==> src/hw/ffcl_pkg.sv <==
// Package of offsets, fields and reset values for the fault flag and config lock block
package ffcl_pkg;
   // Register indices; the APB byte address is four times the index
   localparam logic [7:0] ADDR_THRESH_CFG = 8'h0C;
   localparam logic [7:0] ADDR_WR_DISABLE = 8'h43;
   localparam logic [7:0] ADDR_CFG_LOCK   = 8'h45;
   localparam logic [7:0] ADDR_PRI_FAULT  = 8'h60;
   localparam logic [7:0] ADDR_SEC_FAULT  = 8'h61;
   localparam logic [7:0] ADDR_EVT_FAULT  = 8'h62;
   localparam logic [7:0] ADDR_IRQ_STAT   = 8'h70;
   localparam logic [7:0] ADDR_IRQ_MASK   = 8'h74;
   localparam logic [7:0] ADDR_EE_STAT    = 8'h78;
   // Field positions
   localparam int LOCK_BIT      = 0;
   localparam int EVT_WDOG_LO   = 0;
   localparam int EVT_GEN_LO    = 2;
   localparam int EVT_MR_BIT    = 6;
   localparam int IRQ_FAULT_BIT = 0;
   localparam int IRQ_BLOCK_BIT = 1;
   localparam int IRQ_WD_BIT    = 2;
   // Reset values
   localparam logic [7:0] RST_THRESH_CFG = 8'h00;
   localparam logic [7:0] RST_WR_DISABLE = 8'h00;
   localparam logic [7:0] RST_CFG_LOCK   = 8'h00;
   localparam logic [2:0] RST_IRQ_MASK   = 3'h0;
   // Widths
   localparam int NUM_RAILS = 6;
   localparam int NUM_PO    = 8;
   localparam int NUM_WDOG  = 2;
   localparam int NUM_GEN   = 4;
   localparam int NUM_IRQ   = 3;
   // APB error answer for unmapped address
   localparam logic [31:0] RD_UNMAPPED = 32'h0000_0000;
endpackage : ffcl_pkg

==> src/hw/ffcl_flag_bank.sv <==
// Sticky fault flag register with set-over-clear
`timescale 1ns/10ps
module ffcl_flag_bank #(
   parameter int WIDTH = 8
) (
   input  wire logic             clk,
   input  wire logic             rst_n,
   input  wire logic [WIDTH-1:0] set_in,
   input  wire logic             clear,
   output logic      [WIDTH-1:0] flags
);
   ////////////////////////////////////////////////////////////
   genvar i;
   generate
      for (i = 0; i < WIDTH; i++) begin : g_bit
         always_ff @(posedge clk or negedge rst_n) begin
            if (!rst_n) begin
               flags[i] <= 1'b0;
            end else if (set_in[i]) begin
               flags[i] <= 1'b1;
            end else if (clear) begin
               flags[i] <= 1'b0;
            end
         end
      end
   endgenerate
endmodule : ffcl_flag_bank

==> src/hw/ffcl_top.sv <==
// Fault flag bank and configuration lock with APB access
//
// The implementer's own choice: the APB register port.
`timescale 1ns/10ps
module ffcl_top (
   input  wire logic        clk,
   input  wire logic        rst_n,
   input  wire logic        psel,
   input  wire logic        penable,
   input  wire logic        pwrite,
   input  wire logic [9:0]  paddr,
   input  wire logic [31:0] pwdata,
   output logic      [31:0] prdata,
   output logic             pready,
   output logic             pslverr,
   input  wire logic [5:0]  pri_under,
   input  wire logic [5:0]  sec_under,
   input  wire logic [5:0]  sec_over,
   input  wire logic [1:0]  watchdog_timeout,
   input  wire logic [1:0]  watchdog_pulse_input_sel,
   input  wire logic [1:0]  watchdog_on_general,
   input  wire logic [3:0]  general_input,
   input  wire logic        manual_reset_input,
   input  wire logic [7:0]  programmable_output,
   input  wire logic        ee_wr_req,
   output logic             ee_wr_en,
   output logic             ee_wr_blocked,
   output logic             cfg_locked,
   output logic [7:0]       thresh_cfg,
   output logic [7:0]       wr_disable,
   output logic             irq
);
   ////////////////////////////////////////////////////////////
   // Decode helpers
   function automatic logic hit(input logic [9:0] a, input logic [7:0] b);
      hit = (a[9:2] == b);
   endfunction : hit

   function automatic logic is_fault(input logic [9:0] a);
      is_fault = hit(a, ffcl_pkg::ADDR_PRI_FAULT) | hit(a, ffcl_pkg::ADDR_EVT_FAULT)
                 | hit(a, ffcl_pkg::ADDR_SEC_FAULT);
   endfunction : is_fault

   ////////////////////////////////////////////////////////////
   // Bus phases
   logic       wr_acc;
   logic       rd_acc;
   logic       mapped;
   logic [9:0] pa;

   // Byte address is four times the register index
   assign pa       = paddr;
   assign wr_acc   = psel & penable & pready & pwrite;
   assign rd_acc   = psel & penable & pready & ~pwrite;
   assign mapped   = hit(pa, ffcl_pkg::ADDR_THRESH_CFG) | hit(pa, ffcl_pkg::ADDR_WR_DISABLE)
                   | hit(pa, ffcl_pkg::ADDR_CFG_LOCK) | is_fault(pa)
                   | hit(pa, ffcl_pkg::ADDR_IRQ_STAT) | hit(pa, ffcl_pkg::ADDR_IRQ_MASK)
                   | hit(pa, ffcl_pkg::ADDR_EE_STAT);

   // One wait state: ready in the second access cycle
   always_ff @(posedge clk or negedge rst_n) begin
      if (!rst_n) begin
         pready <= 1'b0;
      end else begin
         pready <= psel & penable & ~pready;
      end
   end

   ////////////////////////////////////////////////////////////
   // Fault detection
   logic [5:0] sec_hit;
   logic [7:0] pri_set;
   logic [7:0] sec_set;
   logic [7:0] evt_set;
   logic [1:0] wd_gen_hit;
   logic [3:0] gen_from_wd;
   logic       fault_clear;
   logic [7:0] pri_flags;
   logic [7:0] sec_flags;
   logic [7:0] evt_flags;

   assign sec_hit = (thresh_cfg[5:0] & sec_over) | (~thresh_cfg[5:0] & sec_under);

   // Watchdog also flags its general input
   // One selector serves both watchdogs
   genvar g;
   generate
      for (g = 0; g < ffcl_pkg::NUM_GEN; g++) begin : g_wdgen
         assign gen_from_wd[g] = (|wd_gen_hit) & (watchdog_pulse_input_sel == 2'(g));
      end
   endgenerate
   assign wd_gen_hit = watchdog_timeout & watchdog_on_general;

   assign pri_set = {2'b00, pri_under};
   assign sec_set = {2'b00, sec_hit};
   assign evt_set = {1'b0, manual_reset_input, general_input | gen_from_wd, watchdog_timeout};

   assign fault_clear = rd_acc & is_fault(pa);

   ffcl_flag_bank #(.WIDTH(8)) u_pri (
      .clk    (clk),
      .rst_n  (rst_n),
      .set_in (pri_set),
      .clear  (fault_clear),
      .flags  (pri_flags)
   );
   ffcl_flag_bank #(.WIDTH(8)) u_sec (
      .clk    (clk),
      .rst_n  (rst_n),
      .set_in (sec_set),
      .clear  (fault_clear),
      .flags  (sec_flags)
   );
   ffcl_flag_bank #(.WIDTH(8)) u_evt (
      .clk    (clk),
      .rst_n  (rst_n),
      .set_in (evt_set),
      .clear  (fault_clear),
      .flags  (evt_flags)
   );

   // First fault read after reset recorded in first_read_done
   logic first_read_done;
   always_ff @(posedge clk or negedge rst_n) begin
      if (!rst_n) begin
         first_read_done <= 1'b0;
      end else if (fault_clear) begin
         first_read_done <= 1'b1;
      end
   end

   ////////////////////////////////////////////////////////////
   // Configuration registers
   logic       cfg_wr_ok;
   logic       ee_block;
   logic [2:0] irq_stat;
   logic [2:0] irq_mask;
   logic [2:0] irq_evt;

   assign cfg_wr_ok = wr_acc & ~cfg_locked;

   always_ff @(posedge clk or negedge rst_n) begin
      if (!rst_n) begin
         thresh_cfg <= ffcl_pkg::RST_THRESH_CFG;
      end else if (cfg_wr_ok && hit(pa, ffcl_pkg::ADDR_THRESH_CFG)) begin
         thresh_cfg <= pwdata[7:0];
      end
   end

   always_ff @(posedge clk or negedge rst_n) begin
      if (!rst_n) begin
         wr_disable <= ffcl_pkg::RST_WR_DISABLE;
      end else if (cfg_wr_ok && hit(pa, ffcl_pkg::ADDR_WR_DISABLE)) begin
         wr_disable <= pwdata[7:0];
      end
   end

   always_ff @(posedge clk or negedge rst_n) begin
      if (!rst_n) begin
         cfg_locked <= ffcl_pkg::RST_CFG_LOCK[ffcl_pkg::LOCK_BIT];
      end else if (wr_acc && hit(pa, ffcl_pkg::ADDR_CFG_LOCK)) begin
         cfg_locked <= pwdata[ffcl_pkg::LOCK_BIT];
      end
   end

   always_ff @(posedge clk or negedge rst_n) begin
      if (!rst_n) begin
         irq_mask <= ffcl_pkg::RST_IRQ_MASK;
      end else if (wr_acc && hit(pa, ffcl_pkg::ADDR_IRQ_MASK)) begin
         irq_mask <= pwdata[2:0];
      end
   end

   ////////////////////////////////////////////////////////////
   // EEPROM write gating
   // Per-output write disable
   // Suppress writes while guarded outputs assert
   assign ee_block = |(wr_disable & programmable_output) | cfg_locked;

   always_ff @(posedge clk or negedge rst_n) begin
      if (!rst_n) begin
         ee_wr_en      <= 1'b0;
         ee_wr_blocked <= 1'b0;
      end else begin
         ee_wr_en      <= ee_wr_req & ~ee_block;
         ee_wr_blocked <= ee_wr_req & ee_block;
      end
   end

   ////////////////////////////////////////////////////////////
   // Interrupts
   assign irq_evt[ffcl_pkg::IRQ_FAULT_BIT] = |{pri_set, sec_set, evt_set};
   assign irq_evt[ffcl_pkg::IRQ_BLOCK_BIT] = ee_wr_req & ee_block;
   assign irq_evt[ffcl_pkg::IRQ_WD_BIT]    = |watchdog_timeout;

   genvar k;
   generate
      for (k = 0; k < ffcl_pkg::NUM_IRQ; k++) begin : g_irq
         always_ff @(posedge clk or negedge rst_n) begin
            if (!rst_n) begin
               irq_stat[k] <= 1'b0;
            end else if (irq_evt[k]) begin
               irq_stat[k] <= 1'b1;
            end else if (wr_acc && hit(pa, ffcl_pkg::ADDR_IRQ_STAT) && pwdata[k]) begin
               irq_stat[k] <= 1'b0;
            end
         end
      end
   endgenerate

   always_ff @(posedge clk or negedge rst_n) begin
      if (!rst_n) begin
         irq <= 1'b0;
      end else begin
         irq <= |(irq_stat & irq_mask);
      end
   end

   ////////////////////////////////////////////////////////////
   // Read data and error
   logic [31:0] next_prdata;
   always_comb begin
      next_prdata = ffcl_pkg::RD_UNMAPPED;
      if (hit(pa, ffcl_pkg::ADDR_THRESH_CFG)) begin
         next_prdata = {24'h000000, thresh_cfg};
      end else if (hit(pa, ffcl_pkg::ADDR_WR_DISABLE)) begin
         next_prdata = {24'h000000, wr_disable};
      end else if (hit(pa, ffcl_pkg::ADDR_CFG_LOCK)) begin
         next_prdata = {31'h00000000, cfg_locked};
      end else if (hit(pa, ffcl_pkg::ADDR_PRI_FAULT)) begin
         next_prdata = {24'h000000, pri_flags};
      end else if (hit(pa, ffcl_pkg::ADDR_SEC_FAULT)) begin
         next_prdata = {24'h000000, sec_flags};
      end else if (hit(pa, ffcl_pkg::ADDR_EVT_FAULT)) begin
         next_prdata = {24'h000000, evt_flags};
      end else if (hit(pa, ffcl_pkg::ADDR_IRQ_STAT)) begin
         next_prdata = {29'h00000000, irq_stat};
      end else if (hit(pa, ffcl_pkg::ADDR_IRQ_MASK)) begin
         next_prdata = {29'h00000000, irq_mask};
      end else if (hit(pa, ffcl_pkg::ADDR_EE_STAT)) begin
         next_prdata = {30'h00000000, first_read_done, ee_block};
      end
   end

   always_ff @(posedge clk or negedge rst_n) begin
      if (!rst_n) begin
         prdata  <= 32'h00000000;
         pslverr <= 1'b0;
      end else begin
         prdata  <= (psel & penable & ~pready & ~pwrite) ? next_prdata : 32'h00000000;
         pslverr <= psel & penable & ~pready & ~mapped;
      end
   end

   ////////////////////////////////////////////////////////////
   // Checks
   // Locked config frozen
   lock_holds_a: assert property (@(posedge clk) disable iff (!rst_n)
      $past(cfg_locked) |-> $stable(thresh_cfg) && $stable(wr_disable))
      else $error("config changed while locked");
   read_clears_a: assert property (@(posedge clk) disable iff (!rst_n)
      fault_clear && !(|evt_set) |=> evt_flags == 8'h00)
      else $error("fault read did not clear");
   set_wins_a: assert property (@(posedge clk) disable iff (!rst_n)
      fault_clear && pri_under[0] |=> pri_flags[0])
      else $error("fault lost on clearing read");
   pri_set_a: assert property (@(posedge clk) disable iff (!rst_n)
      pri_under[2] |=> pri_flags[2] && !pri_flags[7] && !pri_flags[6])
      else $error("primary flag missing");
   sec_dir_a: assert property (@(posedge clk) disable iff (!rst_n)
      thresh_cfg[1] && sec_over[1] |=> sec_flags[1])
      else $error("overvoltage flag missing");
   mr_flag_a: assert property (@(posedge clk) disable iff (!rst_n)
      manual_reset_input |=> evt_flags[6] && !evt_flags[7])
      else $error("manual reset flag missing");
   wd_both_a: assert property (@(posedge clk) disable iff (!rst_n)
      wd_gen_hit[0] && watchdog_pulse_input_sel == 2'(0) |=> evt_flags[0] && evt_flags[2])
      else $error("watchdog general pair missing");
   lock_write_a: assert property (@(posedge clk) disable iff (!rst_n)
      wr_acc && hit(pa, ffcl_pkg::ADDR_CFG_LOCK) |=> cfg_locked == $past(pwdata[0]))
      else $error("lock bit not written");
   ee_block_a: assert property (@(posedge clk) disable iff (!rst_n)
      ee_wr_req && (|(wr_disable & programmable_output)) |=> !ee_wr_en && ee_wr_blocked)
      else $error("EEPROM write not blocked");
   ee_pass_a: assert property (@(posedge clk) disable iff (!rst_n)
      ee_wr_req && !cfg_locked && !(|(wr_disable & programmable_output)) |=> ee_wr_en && !ee_wr_blocked)
      else $error("EEPROM write wrongly blocked");
   block_report_a: assert property (@(posedge clk) disable iff (!rst_n)
      ee_wr_req && (|(wr_disable & programmable_output)) |=> irq_stat[ffcl_pkg::IRQ_BLOCK_BIT])
      else $error("blocked write not reported");
   unlock_write_a: assert property (@(posedge clk) disable iff (!rst_n)
      !cfg_locked && wr_acc && hit(pa, ffcl_pkg::ADDR_THRESH_CFG) |=> thresh_cfg == $past(pwdata[7:0]))
      else $error("unlocked config write lost");
   pri_clear_a: assert property (@(posedge clk) disable iff (!rst_n)
      fault_clear && !(|pri_set) |=> pri_flags == 8'h00)
      else $error("primary flags not cleared");
   first_read_a: assert property (@(posedge clk) disable iff (!rst_n)
      fault_clear |=> first_read_done)
      else $error("first fault read not recorded");
   sec_under_a: assert property (@(posedge clk) disable iff (!rst_n)
      !thresh_cfg[1] && sec_under[1] |=> sec_flags[1])
      else $error("undervoltage flag missing");
   gen_flag_a: assert property (@(posedge clk) disable iff (!rst_n)
      general_input[2] |=> evt_flags[4])
      else $error("general input flag missing");
   wd_sel_a: assert property (@(posedge clk) disable iff (!rst_n)
      wd_gen_hit[0] && watchdog_pulse_input_sel == 2'(1) |=> evt_flags[0] && evt_flags[3])
      else $error("selected general input not flagged");
endmodule : ffcl_top

==> config.mk <==
export PLATFORM = sky130hd
export DESIGN_NAME = ffcl_top
export DESIGN_NICKNAME = d
export VERILOG_FILES = /design/src/hw/ffcl_pkg.sv /design/src/hw/ffcl_flag_bank.sv /design/src/hw/ffcl_top.sv
export SDC_FILE = /design/constraint.sdc
export NUM_CORES = 1
export LEC_CHECK = 0
export BUFFER_PORTS_ARGS = -buffer_cell sky130_fd_sc_hd__buf_4
export CAP_MARGIN = 0
export CORE_MARGIN = 5
export CORE_UTILIZATION = 46
export CTS_CLUSTER_SIZE = 12
export DETAILED_ROUTE_END_ITERATION = 8
export PLACE_DENSITY = 0.84
export REMOVE_ABC_BUFFERS = 1
export SLEW_MARGIN = 10
export SYNTH_ARGS = -nofsm -noshare
export SYNTH_HDL_FRONTEND = slang
export SYNTH_SLANG_ARGS = --single-unit
==> constraint.sdc <==
create_clock -name clk -period 1.7 [get_ports clk]
set_input_delay 0.255 -clock clk [delete_from_list [all_inputs] [get_ports clk]]
set_output_delay 0.255 -clock clk [all_outputs]
set_load 0.01 [all_outputs]
---- After elaboration in Yosys (flattened, before gate mapping) ----
Cells that the tools add are included.
Widths: inputs -> output; s select.
word-level totals
  flip-flop bits (word level) ............. 80
  input port bits ......................... 85
  output and inout bits ................... 54
  logic and storage cells ................. 154
operators by class
  equal/unequal tests ..................... 12
  mux-type cells .......................... 36
  bitwise logic cells ..................... 37
  reduce and logical (&&, ||, !) cells .... 36
operators by type and width
  operator            number
  $eq 8x7->1 const B  8
  $mux 32             2
  $reduce_bool 2->1   22
  $mux 7              4
  $mux 1              26
  $reduce_or 19->1    1
  $and 1x1->1         15
  $and 6x6->6         2
  $or 1x1->1          9
  $and 8x8->8         1
  $eq 8x4->1 const B  1
  $logic_and 1x1->1   8
  $mux 8              1
  $reduce_or 8->1     1
  $mux 3              2
  $not 6->6           1
  $or 6x6->6          1
  $not 1->1           5
  $eq 2x2->1 const B  2
  $or 4x4->4          1
  $reduce_or 2->1     2
  $and 3x3->3         1
  $reduce_or 3->1     1
  $and 2x2->2         1
  3 further kinds     3

---- Logic depth before layout (Yosys ltp) ----
Gate-level depths: netlist (run 1).
  word-level depth ........................ 13
  mapped depth ............................ 8
  mapped depth without buffers ............ 5

---- Cells and area by module ----
A second synthesis (run 1) with hierarchy kept.
second synthesis, totals
  cell total of the unflattened synthesis .. 275
  area, all modules ....................... 3096.7 um^2
by module, submodules not included
  module          instances  cells an instance  area an instance (um^2)  sequential area each (um^2)
  ffcl_top        1          224                2304.7                   925.9
  ffcl_flag_bank  3          17                 264.0                    200.2

---- Worst setup path before layout (run 1) ----
OpenSTA, ideal clock, no wires.
  path kind ............................... input to register
  start point ............................. in paddr[4]
  end point ............................... reg thresh_cfg[0]
  arrival ................................. 2004 ps
  required time ........................... 1575 ps
  setup slack ............................. -429 ps
  cell stages on the path ................. 5
  cell sequence ........................... buf_6 -> or4b_4 -> nor4_4 -> nor3b_4 -> mux2_2
on the way
  longest elaborated chain between the ends .. 2
ends and longest elaborated chain
  item                  line             text
  start, declared       ffcl_top.sv:11   input wire logic [9:0] paddr,
  $eq 8x4->1            ffcl_top.sv:36   hit = (a[9:2] == b);
  $logic_and 1x1->1     ffcl_top.sv:145  end else if (cfg_wr_ok && hit(pa, ffcl_pkg::ADDR_THRESH_CFG)) begin
  end signal, assigned  ffcl_top.sv:144  thresh_cfg <= ffcl_pkg::RST_THRESH_CFG;
  end signal, assigned  ffcl_top.sv:146  thresh_cfg <= pwdata[7:0];
  end, declared         ffcl_top.sv:29   output logic [7:0] thresh_cfg,
Every way passes these cells.
A chain may end at the register's enable or synchronous reset.

---- Final worst setup path (run 1) ----
  start point ............................. in paddr[7]
  end point ............................... reg thresh_cfg[2]
The elaborated chain is that of the path after synthesis.

==> results of run 1 <==
## kinds of logic (layout without fill, tap and decap cells)
group	after synthesis	after routing	synth area share [%]
buf+inv	35	143	8.08
mux	33	33	12.6
flops	56	56	49.2
other cells	1	24	0.132
simple gates	71	71	14.9
compound gates	56	56	15.1
## power by group through the flow
stage                     Combinational, W  Sequential, W  Clock (W)
after global placement            0.000307        0.00138          0
final                             0.000332        0.00135   0.000773
after global routing              0.000361        0.00135   0.000841
after detailed placement          0.000315        0.00138          0
after CTS                         0.000319        0.00135   0.000783
after floorplan                  0.0000872        0.00138          0
## what timing repair did
| item | in CTS | in global routing |
|---|---|---|
| resized for setup | 3 | 18 |
| endpoints found under the hold margin | 42 | 0 |
| buffers inserted | 1 | 1 |
| gates cloned | 0 | 1 |
| pin swaps | 0 | 6 |
| hold buffers | 1 | 0 |
| endpoints found under the setup margin | 18 | 21 |
## through the flow
step           setup slack [ns]  TNS (ns)  total power [W]
3_3_place_gp             -0.356    -10.46          0.00168
6_report                -0.0221   -0.0861          0.00246
4_1_cts                 -0.0331    -0.160          0.00245
5_1_grt                 -0.0861    -0.662          0.00256
3_5_place_dp             -0.405    -12.10          0.00169
2_1_floorplan            -0.389     -8.38          0.00147
## layer usage
layer  share of wire, %  GRT usage (%)  vias up
li1                   -              -     1139
met1                 40           26.6     1188
met2                 48           32.9      131
met3                9.9           5.12       20
met4                2.5           7.28        0
met5                  0              0        -
## sequential cells by signal, indices dropped and copies added (netlist names), 3 cells and up
| name | count |
|---|---|
| u_pri.flags | 6 |
| u_sec.flags | 6 |
| irq_mask | 3 |
| u_evt.flags | 7 |
| wr_disable | 8 |
| thresh_cfg | 8 |
| prdata | 8 |
| irq_stat | 3 |
## critical path, stage by stage
cell,delay [ns]
buf_6,0.09
or4b_4,0.56
nor4_4,0.28
nor3b_4,0.26
buf_12,0.17
mux2_4,0.30
## cell type report
cell class,count,area (um^2)
Sequential cell,56,1400
Tap cell,75,93.8
Inverter,3,11.3
Clock buffer,5,68.8
Multi-Input combinational cell,184,1380
Timing Repair Buffer,132,1010
Clock inverter,3,27.5
Fill cell,446,1960
## layout by cell type, fill, tap and decap left out, drive strengths merged, types with 4 or more instances in the layout
master,instances
mux2i,11
nor3,4
a21o,11
buf,131
inv,4
a21bo,4
mux2,22
a221o,5
nor2b,7
clkbuf,5
o21ai,6
nand2,23
nor2,9
a22oi,8
dfrtp,56
a21oi,7
conb,24
nor4,5
## final timing paths
check                               start             end  slack, ns  cells past startpoint
setup / recovery                 paddr[7]   thresh_cfg[2]      -0.02                      6
hold / removal               pri_under[1]  u_pri.flags[1]       0.12                      2
setup reg to reg            wr_disable[2]       prdata[0]       0.10                      6
hold reg to reg            u_pri.flags[1]  u_pri.flags[1]       0.49                      1
max in group asynchronous           rst_n     irq_stat[2]       0.73                      2
min in group asynchronous           rst_n     irq_stat[1]       0.50                      2
==> summary.txt, run 1 <==
Run status
  – Run status: finished, violations left
  – Failing checks: negative setup slack

Timing
  – Measured slew at the worst slew-check pin: 0.679 ns
  – Final hold viol count: 0
  – Slack of the critical path: -0.0221 ns
  – Period utilization: 101%
  – Final setup viols: 8
  – RSZ-0062 raised after global routing: true
  – Slew Limit Fails: 0
  – Tmin final: between 1.5 and 2 ns
  – Layout Skew: between 0.007 and 0.008 ns
  – Worst hold margin: between 0.1 and 0.15 ns
  – Relative slew slack: 54.7%
  – FMAX: approximately 580 MHz

Setup path
  – Data arrival, critical path: between 1.5 and 2 ns
  – WS Path Type: input port to flop
  – CP max FO: 8
  – Worst path required time: 1.91 ns
  – CP Capture Type: flop
  – Critical Path Start Type: input port

Pwr
  – Leakage: around 1.9 nW
  – Clk pwr share: roughly a third
  – Net Sw Frac: 26.4%
  – Register share of total power: between 50% and 60%
  – Int Power: 0.00181 W
  – PD cells: slightly above 600 mW/mm^2
  – Comb pwr share: a little over an eighth
  – Max IR drop VDD: 0.380 mV
  – Sw Pwr: between 0.0006 and 0.0007 W

Detailed routing
  – Pre-antenna DRT Iters: 4
  – Drc violations: 0
  – Total routed wirelength: ~8100 um
  – Vias per std cell: between 5 and 6
  – Initial DRC Count: between 200 and 300
  – Post-route ant nets: 0
  – Routed len/inst: around 18 um
  – Via count: 2478

Die
  – Chip height: 88.7 um
  – Initial Utilization: a little under half
  – Chip Width: between 80 and 90 um
  – Die area: 0.00786 mm^2
  – Num ports: roughly 140
  – FP Rows: 28
  – Floorplan Core Area: ~0.006 mm^2

Job
  – Max cap viols: 0

Logic synthesis
  – Syn Std Cell Area: roughly 0.0028 mm^2
  – Synth area leader: dfrtp_1
  – Yosys top cell area share: about half
  – Cell count after synthesis: between 200 and 300
  – Yosys reg bits: 56
  – Top cells by area, synth: dfrtp_1 49%, mux2_2 8.7%, buf_4 6.3%
  – Syn avg cell area: ~11 um^2
  – Most used flip-flop cell after synthesis: dfrtp_1
  – Post-synth cell types: 46
  – YS warnings: 0
  – Dominant cell by count in the synthesized netlist: dfrtp_1
  – Synth top cells by count: 56 x dfrtp_1, 24 x buf_4, 23 x nand2_1
  – Post-synth ARST share: 100%
  – Register area share after synthesis: roughly 49%
  – EDFF count, synth: 0

Placement
  – Gpl congestion: between 0.8 and 0.9
  – Post-DP HPWL: 6340 um
  – # placed instances: between 400 and 500
  – Quantity of I/O buffers inserted on ports: roughly 90
  – Area after DPL: ~0.0038 mm^2

Global routing
  – All-Layer GR Usage: approximately a fifth
  – Initial antenna violation count: 0
  – Vias in the first global route: approximately 2.5k
  – Global-route wire length before repair: between 10000 and 15000 um
  – Grt ovf: 0
  – Largest net degree at the start of global routing: 57

CTS
  – # H-tree levels: 2
  – Worst-skew pair later-pin latency: between 0.3 and 0.4 ns
  – Clock Root Buffer: clkbuf_8
  – Total CTS buffers: 5
  – Clock-pin slew on the worst setup and hold paths: about 0.10 ns
  – Bufs on Longest Clock Path: 2
  – CTS Sinks: 56
  – CTS tree: done

Finish
  – Layout cells sized above 1: 46.0%
  – Fin area: approximately 0.0040 mm^2
  – Layout Utilization: 67.1%
  – Final Instance Count excl. Fillers: 458
  – Number of inserted diodes: 0
  – Area Growth Syn to Fin: 40.4%
  – Nets: between 400 and 500

Hold path
  – Worst Hold Class: input port to flop
Power figures use the tool's default switching activity.
==> run 2, diff against run 1 <==
CORE_UTILIZATION = 47   (was 46)
SYNTH_HIERARCHICAL = 1   (was unset)
==> run 2 against run 1 <==
The run now ends clean. Die area is 5.7% higher. Sequential power is 9% higher. First-iteration DRC count is 42% lower. Clock-buffer cell count is 7 higher. Cell count is 5.2% higher. Via count is 6.5% higher. Largest power group unchanged.
==> summary.txt, run 2 <==
Run status
  – Run status: finished clean

Logic synthesis
  – Register area share after synthesis: 49.3% (+0.084 points)
  – Yosys reg bits: 61 (+8.9%)
  – Syn Std Cell Area: 0.00310 mm^2 (+8.7%)
  – Most used flip-flop cell after synthesis: dfrtp_1
  – Post-synth cell types: 46 (unchanged)
  – Cell count after synthesis: 275 (+9.1%)
  – Synth area leader: dfrtp_1
  – Syn avg cell area: 11.3 um^2 (-0.35%)
  – Dominant cell by count in the synthesized netlist: dfrtp_1
  – Yosys top cell area share: 49.3% (+0.084 points)
  – YS warnings: 6 (+6)
  – Post-synth ARST share: 100% (unchanged)
  – EDFF count, synth: 0 (unchanged)
  – Synth top cells by count: 61 x dfrtp_1, 29 x a21o_1, 27 x buf_4, 27 x mux2_2, 15 x nand2_1
  – Top cells by area, synth: dfrtp_1 49%, mux2_2 9.8%, a21o_1 7.0%

Placement
  – Post-DP HPWL: 6770 um (+6.7%)
  – Worst slack, placed: -0.0430 ns (+0.362 ns)
  – Area after DPL: 0.00398 mm^2 (+5.0%)
  – # placed instances: 464 (+3.8%)
  – Gpl congestion: 0.914 (+8.6%)
  – Quantity of I/O buffers inserted on ports: 88 (unchanged)

Setup path
  – Worst r2r path cells: 5 (-1)
  – CP max FO: 2 (-6)
  – CP Capture Type: flop
  – WP depth: 5 (-1)
  – Critical path's slowest cell: a222oi_1
  – WP buf/inv: 0 (-2)
  – Data arrival, critical path: 1.80 ns (-0.13 ns)
  – Crit path launch: wr_disable[1]
  – Critical Path Start Type: flop
  – R2R Path End: prdata[0]
  – Cell Chain, Critical Path: a222oi_1 -> nand3_1 -> o21ai_0 -> a21o_1 -> a31oi_1
  – CP top delay family: compound AO/OA/AOI/OAI gates
  – Reg2reg start: wr_disable[1]
  – R2R setup slack: 0.10 ns (about the same)
  – Critical path endpoint: prdata[0]
  – Worst path required time: 1.90 ns (about the same)
  – CP max stage delay: 0.39 ns (-0.17 ns)
  – WS Path Type: flop to flop

Detailed routing
  – Post-route ant nets: 0 (unchanged)
  – Pre-antenna DRT Iters: 5 (+1)
  – Drc violations: 0 (unchanged)
  – Total routed wirelength: 8570 um (+6.0%)
  – Via count: 2638 (+6.5%)
  – Vias per std cell: 5.47 (+1.2%)
  – Initial DRC Count: 157 (-42%)
  – Routed len/inst: 17.8 um (+0.69%)

Die
  – FP Rows: 29 (+3.6%)
  – Initial Utilization: 48.5% (+0.68 points)
  – Num ports: 139 (unchanged)
  – Floorplan Core Area: 0.00639 mm^2 (+7.2%)
  – Chip height: 91.2 um (+2.8%)
  – Die area: 0.00831 mm^2 (+5.7%)
  – Chip Width: 91.2 um (+2.8%)

CTS
  – Worst-skew pair later-pin latency: 0.34 ns (+0.02 ns)
  – Clock-pin slew on the worst setup and hold paths: 0.07 ns (-0.03 ns)
  – # H-tree levels: 3 (+1)
  – CTS Sinks: 61 (+8.9%)
  – Bufs on Longest Clock Path: 2 (unchanged)
  – CTS tree: done
  – Clock Root Buffer: clkbuf_8
  – Total CTS buffers: 9 (+4)

Pwr
  – PD cells: 735 mW/mm^2 (+20%)
  – Leakage: 1.99 nW (+7.3%)
  – Max IR drop VDD: 0.483 mV (+27%)

Timing
  – Slack of the critical path: 0.100 ns (+0.122 ns)
  – RSZ-0062 raised after global routing: false
  – Layout Skew: 0.00654 ns (-0.000750 ns)
  – Final hold viol count: 0 (unchanged)
  – Final setup viols: 0 (-8)
  – Tmin final: 1.60 ns (-0.122 ns)
  – Period utilization: 94.1% (-7.2 points)
  – Setup tns final: 0 ns (+0.0861 ns)
  – FMAX: 625 MHz (+7.6%)
  – Slew Limit Fails: 0 (unchanged)

Finish
  – Fillers: 480 (+7.6%)
  – Nets: 485 (+3.9%)
  – Commonest non-fill, non-tap cell in the layout: buf_4
  – Area Growth Syn to Fin: 35.8%
  – Fin area: 0.00420 mm^2 (+5.2%)
  – Most frequent cells in the layout: 113 x buf_4, 61 x dfrtp_1, 29 x a21o_1, 29 x conb_1, 27 x mux2_2
  – Layout cells sized above 1: 42.7% (-3.2 points)
  – Final Instance Count excl. Fillers: 482 (+5.2%)
  – Number of inserted diodes: 0 (unchanged)

Global routing
  – Vias in the first global route: 2782 (+13%)
  – Global-route wire length before repair: 14100 um (+17%)
  – Grt ovf: 0 (unchanged)
  – Initial antenna violation count: 0 (unchanged)
  – Largest net degree at the start of global routing: 39 (-32%)
  – All-Layer GR Usage: 21.4% (+1.0 points)

Hold path
  – Worst Hold Class: input port to flop

Job
  – Max cap viols: 0 (unchanged)
run 2: stage by stage:
step | hold WS (ns) | util, % | power (W)
after global routing | 0.0887 | 65.8 | 0.00321
after floorplan | -0.0406 | - | 0.00161
after detailed placement | 0.175 | 62.3 | 0.00184
after CTS | 0.0890 | 65.6 | 0.00310
final | 0.101 | 65.8 | 0.00309
after global placement | 0.166 | 62.3 | 0.00183
run 2: routing by layer:
| layer | wire, um | vias up | track usage [%] |
|---|---|---|---|
| met3 | 713 | 13 | 5.70 |
| met5 | 0 | - | 0 |
| met4 | 142 | 0 | 8.07 |
| met1 | 3440 | 1276 | 26.9 |
| met2 | 4280 | 136 | 35.3 |
| li1 | - | 1213 | - |
run 2: layout make-up:
class / count / area, um^2 / area share, %
well taps: 77 / 96.3 / 2.29
clock inverters: 4 / 47.5 / 1.13
inverters: 9 / 33.8 / 0.804
clock buffers: 12 / 145 / 3.45
flip-flops and latches: 61 / 1530 / 36.3
repair buffers: 117 / 918 / 21.8
multi-input cells: 202 / 1440 / 34.2
run 2: what timing repair did:
action,CTS,global route
hold buffers,1,0
buffers inserted,0,1
pin swaps,0,1
endpoints found under the hold margin,23,0
endpoints found under the setup margin,2,15
gates resized for setup,1,1
run 2: power by group:
group	internal, W	total [W]	switching (W)
combinational	0.000168	0.000351	0.000183
clock	0.000713	0.00127	0.000556
sequential	0.00146	0.00147	0.00000837
total	0.00234	0.00309	0.000748
run 2: kinds of logic (layout without fill, tap and decap cells):
kind of cell | after synthesis | in the layout | share of synthesized area [%]
AOI/OAI and AO/OA | 70 | 70 | 16.6
DFF | 61 | 61 | 49.3
muxes | 36 | 36 | 12.7
xor gates and xnor gates | 1 | 1 | 0.283
other | 1 | 29 | 0.121
and+or+nand+nor | 66 | 66 | 12.8
buffers and inverters | 40 | 142 | 8.20
run 2: how the worst min path moves through the flow:
stage | startpoint | slack, ns | cells past startpoint | end
finish | pri_under[4] | 0.10 | 2 | u_pri/flags[4]
global placement | rst_n | 0.17 | 1 | ee_wr_en
detailed placement | rst_n | 0.18 | 1 | ee_wr_blocked
floorplan | rst_n | -0.04 | 0 | cfg_locked
CTS | pri_under[5] | 0.09 | 2 | u_pri/flags[5]
global route | pri_under[5] | 0.09 | 2 | u_pri/flags[5]
==> run 3, diff against run 2 <==
CORE_ASPECT_RATIO = 0.5   (was unset)
RECOVER_POWER = 100   (was unset)
==> run 3 against run 2 <==
Routed wire length up 1.4%. Clock power up 43%. Cell count up 1.7%. Via count up 1.8%. Worst setup slack better by 0.018 ns. Clock-buffer cell count down 3. Critical path type unchanged. Largest cell class unchanged. Largest power group is now clock.
==> summary.txt, run 3 (synthesized netlist as in run 2, its figures left out) <==
Detailed routing
  – Post-route ant nets: 0 (unchanged)
  – Total routed wirelength: 8690 um (+1.4%)
  – Routed len/inst: 17.7 um (-0.30%)
  – Drc violations: 0 (unchanged)
  – Initial DRC Count: 275 (+75%)
  – Pre-antenna DRT Iters: 8 (+3)
  – Via count: 2685 (+1.8%)
  – Vias per std cell: 5.48 (+0.12%)

Die
  – Num ports: 139 (unchanged)
  – Chip height: 67.4 um (-26%)
  – Chip Width: 125 um (+37%)
  – FP Rows: 20 (-31%)
  – Initial Utilization: 49.7% (+1.2 points)
  – Floorplan Core Area: 0.00623 mm^2 (-2.4%)
  – Die area: 0.00841 mm^2 (+1.2%)

CTS
  – Worst-skew pair later-pin latency: 0.33 ns (about the same)
  – # H-tree levels: 3 (unchanged)
  – Clock Root Buffer: clkbuf_16
  – CTS tree: done
  – Hold-fix buffers, CTS: 0 (-1)
  – Total CTS buffers: 9 (unchanged)
  – Number of setup buffers added after CTS: 0 (unchanged)
  – Bufs on Longest Clock Path: 2 (unchanged)
  – CTS Sinks: 61 (unchanged)
  – Clock-pin slew on the worst setup and hold paths: 0.06 ns (about the same)
  – Resize count post-CTS: 0 (-1)

Finish
  – Reg area: 0.00153 mm^2 (unchanged)
  – Fillers: 504 (+5.0%)
  – Commonest non-fill, non-tap cell in the layout: buf_4
  – Fin area: 0.00411 mm^2 (-2.4%)
  – Area Growth Syn to Fin: 32.6%
  – Multi-input logic area: 0.00141 mm^2 (-1.9%)
  – Most frequent cells in the layout: 78 x buf_4, 61 x dfrtp_1, 33 x clkbuf_1
  – Layout cells sized above 1: 33.3% (-9.4 points)
  – Number of inserted diodes: 0 (unchanged)
  – Nets: 482 (-0.62%)
  – Layout Utilization: 65.9% (about the same)

Timing
  – FMAX: 632 MHz (+1.1%)
  – Period utilization: 93.1% (-1.0 points)
  – RSZ-0062 raised after global routing: false
  – Worst hold margin: 0.110 ns (+0.00918 ns)
  – Slew Limit Fails: 0 (unchanged)
  – Measured slew at the worst slew-check pin: roughly 1.5 ns
  – Tmin final: 1.58 ns (-0.0177 ns)
  – Final hold viol count: 0 (unchanged)
  – Relative slew slack: around 1.3%
  – Final setup viols: 0 (unchanged)
  – Layout Skew: 0.00645 ns (-0.0000901 ns)

Setup path
  – Data arrival, critical path: 1.80 ns (about the same)
  – Reg2reg start: thresh_cfg[4]
  – CP Capture Type: flop
  – R2R Path End: irq_stat[0]
  – CP max FO: 4 (+2)
  – Worst path required time: 1.92 ns (+0.02 ns)
  – Critical Path Start Type: flop
  – Worst r2r path cells: 4 (-1)
  – WS Path Type: flop to flop
  – R2R setup slack: 0.12 ns (+0.02 ns)

Hold path
  – Cells on Worst Hold Path: 2 (unchanged)
  – Worst Hold Class: input port to flop
  – End of the worst hold path: u_pri/flags[3]
  – Worst hold start: pri_under[3]

Job
  – Max cap viols: 0 (unchanged)

Placement
  – Area after DPL: 0.00395 mm^2 (-0.79%)
  – Quantity of I/O buffers inserted on ports: 88 (unchanged)
  – Post-DP HPWL: 6710 um (-0.88%)
  – Gpl congestion: 0.900 (-1.5%)

Global routing
  – Global-route wire length before repair: 14000 um (-0.45%)
  – All-Layer GR Usage: 21.7% (+0.28 points)
  – Vias in the first global route: 2700 (-2.9%)
  – Largest net degree at the start of global routing: 62 (+59%)
  – Grt ovf: 0 (unchanged)
  – Initial antenna violation count: 0 (unchanged)

Pwr
  – Max IR drop VDD: 0.508 mV (+5.1%)
  – Leakage: 1.87 nW (-6.3%)
  – PD cells: 880 mW/mm^2 (+20%)

Run status
  – Run status: finished clean
-- run 3: changes by cell type in the layout (fill, tap and decap cells not counted), moves of 3 or more --
cell	previous run	this run
buf_4	113	78
clkbuf_1	2	33
clkbuf_8	10	0
clkbuf_16	0	9
buf_12	3	0
mux2_1	0	3
mux2_2	27	24
-- run 3: report_power, final --
group | leakage (nW) | switching (W) | internal (W) | total (W)
Sequential | 0.712 | 0.00000846 | 0.00147 | 0.00147
Combinational | 1.01 | 0.000179 | 0.000152 | 0.000331
Clock | 0.146 | 0.000669 | 0.00114 | 0.00181
-- run 3: area by class of cell --
class | instances | share of cell area, %
multi-input cells | 202 | 34.3
well taps | 88 | 2.68
inverters | 9 | 0.823
clock buffers | 9 | 5.49
flip-flops and latches | 61 | 37.2
repair buffers | 114 | 17.7
clock inverters | 7 | 1.80
-- run 3: layer usage --
metal | vias up | wire length [um] | track usage [%]
met2 | 150 | 4120 | 36.0
met5 | - | 0 | 0
met4 | 0 | 79 | 7.24
li1 | 1203 | - | -
met1 | 1322 | 3590 | 26.6
met3 | 10 | 902 | 8.29
-- run 3: critical path, cell delays in order (launching register included) --
cell	delay, ns
dfrtp_1	0.41
mux2_1	0.37
nor4_1	0.36
nand4_1	0.16
a21o_1	0.17
-- run 3: stage by stage --
step	power, W	TNS (ns)	worst slack [ns]	std cells
after floorplan	0.00161	-8.61	-0.352	272
after global placement	0.00182	-1.45	-0.0638	474
after detailed placement	0.00183	-1.92	-0.0846	474
after CTS	0.00364	0	0.102	490
after global routing	0.00374	0	0.0266	490
final	0.00361	0	0.118	490
-- run 3: worst max path at each step --
stage / depth (start not counted) / startpoint / endpoint / slack, ns
after floorplan: 6 / paddr[6] / u_evt/flags[1] / -0.35
after global placement: 8 / paddr[5] / u_pri/flags[0] / -0.06
after detailed placement: 8 / paddr[6] / u_pri/flags[5] / -0.08
after CTS: 4 / thresh_cfg[1] / irq_stat[0] / 0.10
after global routing: 8 / paddr[6] / u_pri/flags[7] / 0.03
final: 4 / thresh_cfg[4] / irq_stat[0] / 0.12
